===== src/logic/iole_pkg.sv =====
// Constants, opcode patterns and carrier types for the increment and literal executor.
// Assumes a core that presents one instruction word a cycle with its register operand.
// How it works
// - Bump register, route by select, update null.
// - Bump register, route by select, keep null.
// - Zero skip result discards next fetched instruction.
// - OR literal into accumulator, update null flag.
// - OR literal never writes a data register.
package iole_pkg;
  localparam int IOLE_DATA_W = 8;
  localparam int IOLE_ADDR_W = 7;
  localparam int IOLE_WORD_W = 14;
  localparam int IOLE_OP_W = 6;
  localparam logic [5:0] IOLE_OP_BUMP = 6'h0a;
  localparam logic [5:0] IOLE_OP_BUMP_SKIP = 6'h0f;
  localparam logic [5:0] IOLE_OP_OR_IMM = 6'h38;
  localparam logic [3:0] IOLE_OP_LOAD_IMM = 4'hc;
  localparam int IOLE_LOAD_TOP_MSB = 5;
  localparam int IOLE_LOAD_TOP_LSB = 2;
  localparam logic IOLE_DEST_ACC = 1'b0;
  localparam logic [7:0] IOLE_ACC_RESET = 8'h00;
  localparam logic IOLE_NULL_RESET = 1'b0;

  typedef struct packed {
    logic [5:0] op;
    logic target;
    logic [6:0] addr;
  } iole_instr_t;

  typedef struct packed {
    logic we;
    logic [6:0] addr;
    logic [7:0] data;
  } iole_wr_t;

  typedef enum logic {IOLE_RUN, IOLE_DISCARD} iole_state_t;
endpackage


===== src/logic/iole_exec.sv =====
// Executes bump, bump-and-skip, OR-literal and load-literal instruction words.
// Assumes REG_RDATA holds the register named by INSTR in the same cycle.
module iole_exec (
  input wire logic SYS_CLK,
  input wire logic RESETN,
  input wire logic CE,
  input wire logic INSTR_VALID,
  input wire iole_pkg::iole_instr_t INSTR,
  input wire logic [iole_pkg::IOLE_DATA_W-1:0] REG_RDATA,
  output iole_pkg::iole_wr_t REG_WR,
  output logic [iole_pkg::IOLE_DATA_W-1:0] ACC,
  output logic NULL_FLAG,
  output logic FLUSH
);
  import iole_pkg::*;

  iole_state_t state;
  iole_state_t next_state;
  logic [IOLE_DATA_W-1:0] inc_sum;
  logic inc_zero;
  wire live = CE && INSTR_VALID && (state == IOLE_RUN);
  wire dropped = CE && INSTR_VALID && (state == IOLE_DISCARD);
  wire [IOLE_DATA_W-1:0] literal_value = {INSTR.target, INSTR.addr};
  wire is_bump = live && (INSTR.op == IOLE_OP_BUMP);
  wire is_skip = live && (INSTR.op == IOLE_OP_BUMP_SKIP);
  wire is_or = live && (INSTR.op == IOLE_OP_OR_IMM);
  wire is_load = live && (INSTR.op[IOLE_LOAD_TOP_MSB:IOLE_LOAD_TOP_LSB] == IOLE_OP_LOAD_IMM);
  wire any_bump = is_bump || is_skip;
  wire to_acc = (INSTR.target == IOLE_DEST_ACC);
  wire [IOLE_DATA_W-1:0] or_value = ACC | literal_value;
  wire acc_load = (any_bump && to_acc) || is_or || is_load;
  wire reg_load = any_bump && !to_acc;
  wire skip_taken = is_skip && inc_zero;

  iole_inc #(.W(IOLE_DATA_W)) u_inc (
    .value(REG_RDATA),
    .sum(inc_sum),
    .zero(inc_zero)
  );

  // Selects the accumulator value for bump, OR and load.
  logic [IOLE_DATA_W-1:0] next_acc;
  always_comb begin
    next_acc = ACC;
    if (any_bump && to_acc) begin
      next_acc = inc_sum;
    end else if (is_or) begin
      next_acc = or_value;
    end else if (is_load) begin
      next_acc = literal_value;
    end
  end

  // Plain bump and OR set the null flag; skip and load leave it alone.
  logic next_null;
  always_comb begin
    next_null = NULL_FLAG;
    if (is_bump) begin
      next_null = inc_zero;
    end else if (is_or) begin
      next_null = (or_value == '0);
    end
  end

  // A zero skip result turns the following instruction into a no-operation.
  always_comb begin
    next_state = state;
    case (state)
      IOLE_RUN: begin
        if (skip_taken) begin
          next_state = IOLE_DISCARD;
        end
      end
      IOLE_DISCARD: begin
        if (dropped) begin
          next_state = IOLE_RUN;
        end
      end
      default: next_state = IOLE_RUN;
    endcase
  end

  // Enabled cycles without a register write show an all-zero write bus; while CE is low the bus holds its last value.
  wire [IOLE_ADDR_W-1:0] wr_addr = reg_load ? INSTR.addr : '0;
  wire [IOLE_DATA_W-1:0] wr_data = reg_load ? inc_sum : '0;
  wire iole_wr_t next_wr = '{we: reg_load, addr: wr_addr, data: wr_data};

  always_ff @(posedge SYS_CLK or negedge RESETN) begin
    if (!RESETN) begin
      state <= IOLE_RUN;
    end else if (CE) begin
      state <= next_state;
    end
  end

  always_ff @(posedge SYS_CLK or negedge RESETN) begin
    if (!RESETN) begin
      ACC <= IOLE_ACC_RESET;
    end else if (CE) begin
      ACC <= next_acc;
    end
  end

  always_ff @(posedge SYS_CLK or negedge RESETN) begin
    if (!RESETN) begin
      NULL_FLAG <= IOLE_NULL_RESET;
    end else if (CE) begin
      NULL_FLAG <= next_null;
    end
  end

  always_ff @(posedge SYS_CLK or negedge RESETN) begin
    if (!RESETN) begin
      REG_WR <= '0;
    end else if (CE) begin
      REG_WR <= next_wr;
    end
  end

  always_ff @(posedge SYS_CLK or negedge RESETN) begin
    if (!RESETN) begin
      FLUSH <= 1'b0;
    end else if (CE) begin
      FLUSH <= skip_taken;
    end
  end
endmodule


===== src/logic/iole_inc.sv =====
// Adds one to a data word and flags a zero result.
// Assumes a purely combinational use inside the executor.
module iole_inc #(
  parameter int W = 8
) (
  input wire logic [W-1:0] value,
  output logic [W-1:0] sum,
  output logic zero
);
  assign sum = value + W'(1);
  assign zero = (sum == '0);
endmodule


===== config.mk =====
export PLATFORM = sky130hd
export DESIGN_NAME = iole_exec
export DESIGN_NICKNAME = d
export VERILOG_FILES = /design/src/logic/iole_pkg.sv /design/src/logic/iole_exec.sv /design/src/logic/iole_inc.sv
export SDC_FILE = /design/constraint.sdc
export NUM_CORES = 1
export LEC_CHECK = 0
export ABC_CLOCK_PERIOD_IN_PS = 4100
export BUFFER_PORTS_ARGS = -buffer_cell sky130_fd_sc_hd__buf_2
export CORE_MARGIN = 2
export CORE_UTILIZATION = 50
export DETAILED_ROUTE_END_ITERATION = 6
export MAX_ROUTING_LAYER = met4
export PLACE_DENSITY = 0.86
export SLEW_MARGIN = 20
export SYNTH_ARGS = -nofsm -noshare
export SYNTH_HDL_FRONTEND = slang
export SYNTH_SLANG_ARGS = --single-unit

===== constraint.sdc =====
create_clock -name SYS_CLK -period 4.1 [get_ports SYS_CLK]
set_input_delay 0.41 -clock SYS_CLK [delete_from_list [all_inputs] [get_ports SYS_CLK]]
set_output_delay 0.41 -clock SYS_CLK [all_outputs]
set_load 0.01 [all_outputs]

==> flow_summary_export.csv <==
group,metric,value,unit
status,outcome,"finished, final reports clean",
placed_design,gp_congestion,0.8206,
detailed_routing,drc_errors,0,
cts,numCtsBuffers,3,
synthesis,async_flop_share,1.000,
pwr,power.density,314.1,nW/um2
synthesis,synth_cells,140,
run,max-cap-violations,0,
sta,period_share,0.5424,
detailed_routing,vias_per_cell,5.919,
synthesis,synth_top_area_cell,"dfrtp_1",
cts,clkLatencyLatePin,0.33,ns
synthesis,muxShareOfSynthArea,0,
synthesis,synth_compound_area_frac,0.1793,
layout,fin_util,0.6567,
sta,fmax,0.4497,GHz
grt,grt-ovfl-total,0,
layout,num-fill-cells,209,
layout,final_nets,219,
cts,cts_buffer_depth,2,
cts,clockRootBuffer,"clkbuf_4",
layout,syn_to_final_growth,22.37,%
cts,cts_resized,0,
worst_setup_path,crit_path_end_kind,"register",
worst_setup_path,path_cells,"nand3b_1 > nor4b_2 > nand2_1 > a221oi_1 > a21oi_1",
floorplan,die_area,3140,um2
synthesis,synth_area,1354,um2
sta,worst_pin_slew,0.9336,ns
synthesis,ys_top_cells_by_area,"dfrtp_1 (50%), o21ai_0 (4.8%), inv_1 (4.4%), nand2_1 (3.9%), o22ai_1 (3.2%)",
worst_setup_path,worst_path_largest_cell_delay,0.87,ns
detailed_routing,drt-total-wl,3382,um
cts,cts.sinks,27,
synthesis,synthFlopType,"dfrtp_1",
worst_setup_path,worstPathMaxFanout,11,
floorplan,die_w,56.04,um
worst_setup_path,crit_slowest_cell,"nor4b_2",
floorplan,start_util,0.5367,
synthesis,synthesis.nets,167,
worst_setup_path,critical_path_class,"reg -> reg",
synthesis,syn_area_per_cell,9.670,um2
layout,drive_above_1_share,0.3089,
cts,cts_tree,"yes",
placed_design,dp_hpwl,2598,um
sta,relSlewSlack,0.3760,
grt,grtUsageTotal,0.2300,
cts,cts_htree_levels,1,
floorplan,die_h,56.04,um
layout,layoutNonFillerInstCount,221,
cts,ctsHoldBuffers,0,
worst_hold_path,hp-class,"in -> async",
detailed_routing,vias,1308,
synthesis,synthSimpleGateAreaFrac,0.2098,
synthesis,yosysSeqAreaShare,0.4991,
sta,finalMaxSlewViolations,0,
placed_design,portBuffers,51,
detailed_routing,drt_iter0_drc,72,
worst_setup_path,cp.arrival,2.44,ns
sta,fin_worst_skew,0.001106,ns
sta,tns,0,ns
synthesis,post-synth-top-area-fraction,0.4991,
sta,rsz0062_at_grt,"no",
floorplan,core-area,2522,um2
grt,grt_pass1_wl,5720,um
floorplan,rows,18,
sta,hold_violations,0,
synthesis,synthAdderAreaFrac,0.009242,
detailed_routing,dr.pass1.iters,4,
synthesis,ys_ff_latch,27,
synthesis,ys_types,35,
detailed_routing,drtAntennaViolNets,0,
floorplan,ioPinCount,52,
layout,antenna_cells,0,
synthesis,synth_top_family_by_area,"simple AND/OR/NAND/NOR gates",
detailed_routing,avgRoutedWirePerCell,15.30,um
grt,grt_max_degree,28,
pwr,vdd_drop_max,237.6,uV
sta,setup_violations,0,
grt,first_global_vias,1271,
placed_design,dp_cells,217,
grt,antenna_found_initial,0,
sta,period_needed,2.224,ns
cts,clk_pin_slew,0.14,ns
synthesis,yosysWarnings,0,
pwr,power_leakage,0.0008029,uW
worst_setup_path,cp-start-kind,"register",
synthesis,synth-xor-area-share,0.04529,
synthesis,synth-edff-count,0,
worst_setup_path,worstPathRequired,4.31,ns
cts,cts_setup_buffers,0,
## cell usage after synthesis, types with 2 or more instances
| cell | count |
|---|---|
| clkbuf_1 | 2 |
| nor2_1 | 8 |
| a221o_1 | 4 |
| xnor2_1 | 3 |
| xor2_1 | 4 |
| inv_1 | 16 |
| and3_1 | 2 |
| o22ai_1 | 7 |
| a221oi_1 | 3 |
| nand2_1 | 14 |
| nor3_1 | 2 |
| nor4_1 | 4 |
| a41o_1 | 2 |
| nand4_1 | 4 |
| a21oi_1 | 2 |
| buf_2 | 2 |
| o21ai_0 | 13 |
| nand3_1 | 5 |
| dfrtp_1 | 27 |
## per-stage QoR
step	power, uW	cell area [um2]	hold slack (ns)	setup slack (ns)
floorplan	351.2	1354	0.1144	2.407
finish	520.4	1657	0.05512	1.876
global route	544.9	1657	0.08513	1.723
global placement	402.0	1629	0.4285	1.749
CTS	521.7	1657	0.07625	1.922
detailed placement	408.7	1629	0.4486	1.557
## cells by family (layout without fill, tap and decap cells)
| kind of cell | after synthesis | in the layout |
|---|---|---|
| xor gates and xnor gates | 7 | 7 |
| AOI/OAI and AO/OA | 36 | 36 |
| buffers and inverters | 20 | 71 |
| adders and majority gates | 1 | 1 |
| and+or+nand+nor | 49 | 49 |
| DFF | 27 | 27 |
## final timing paths
path | slack (ns) | depth (start not counted) | startpoint | end
min in group SYS_CLK | 0.32 | 3 | INSTR[5] | REG_WR[13]$_DFFE_PN0P_
worst min-delay path | 0.06 | 1 | RESETN | REG_WR[11]$_DFFE_PN0P_
max in group asynchronous | 3.66 | 1 | RESETN | REG_WR[7]$_DFFE_PN0P_
worst max register to register | 1.88 | 5 | state$_DFFE_PN0P_ | ACC[3]$_DFFE_PN0P_
worst max-delay path | 1.88 | 5 | state$_DFFE_PN0P_ | ACC[3]$_DFFE_PN0P_
worst min register to register | 0.53 | 2 | REG_WR[10]$_DFFE_PN0P_ | REG_WR[10]$_DFFE_PN0P_
## critical path: cells and delay by family (launching register included)
kind	cells	cell delay (ns)
AOI/OAI and AO/OA	2	0.36
DFF	1	0.40
and+or+nand+nor	3	1.35
## power breakdown
| group | internal [uW] | leakage (uW) | total, uW | switching, uW |
|---|---|---|---|---|
| Clock | 36.7 | 0.0000177 | 117 | 80.3 |
| Sequential | 285 | 0.000363 | 303 | 17.6 |
| Combinational | 44.2 | 0.000422 | 100 | 56.2 |
## layout by cell type (no fill, tap or decap), drive strengths merged, types with 2 or more instances in the layout
| cell type | synthesis | routed |
|---|---|---|
| buf | 2 | 51 |
| a21oi | 2 | 2 |
| nand4 | 4 | 4 |
| nand2 | 14 | 14 |
| xor2 | 4 | 4 |
| clkbuf | 2 | 3 |
| and3 | 2 | 2 |
| o22ai | 7 | 7 |
| a41o | 2 | 2 |
| nor3 | 2 | 2 |
| a221o | 4 | 4 |
| o21ai | 14 | 14 |
| nor2 | 8 | 8 |
| nand3 | 5 | 5 |
| xnor2 | 3 | 3 |
| inv | 16 | 16 |
| a221oi | 3 | 3 |
| dfrtp | 27 | 27 |
| nor4 | 5 | 5 |
## layout make-up
type | instances | area, um2 | share of cell area
clock inverters | 1 | 5.005 | 0.003021
flip-flops and latches | 27 | 675.6 | 0.4079
inverters | 16 | 60.06 | 0.03625
clock buffers | 3 | 22.52 | 0.01360
well taps | 30 | 37.54 | 0.02266
repair buffers | 51 | 255.2 | 0.1541
multi-input cells | 93 | 600.6 | 0.3625
## flip-flops by register name (all words and copies together) (netlist names)
register	cells
state	1
ACC	8
NULL_FLAG	1
REG_WR	16
FLUSH	1
## layer usage
| metal | global-route usage | vias up | wire length [um] | part of all wire |
|---|---|---|---|---|
| met5 | - | - | 0 | 0 |
| li1 | - | 611 | - | - |
| met1 | 0.2979 | 614 | 1426 | 0.42 |
| met4 | 0.06122 | 0 | 57 | 0.017 |
| met2 | 0.3748 | 75 | 1603 | 0.47 |
| met3 | 0.03953 | 8 | 295 | 0.087 |
Note: power is estimated with default switching activity, not from simulation.
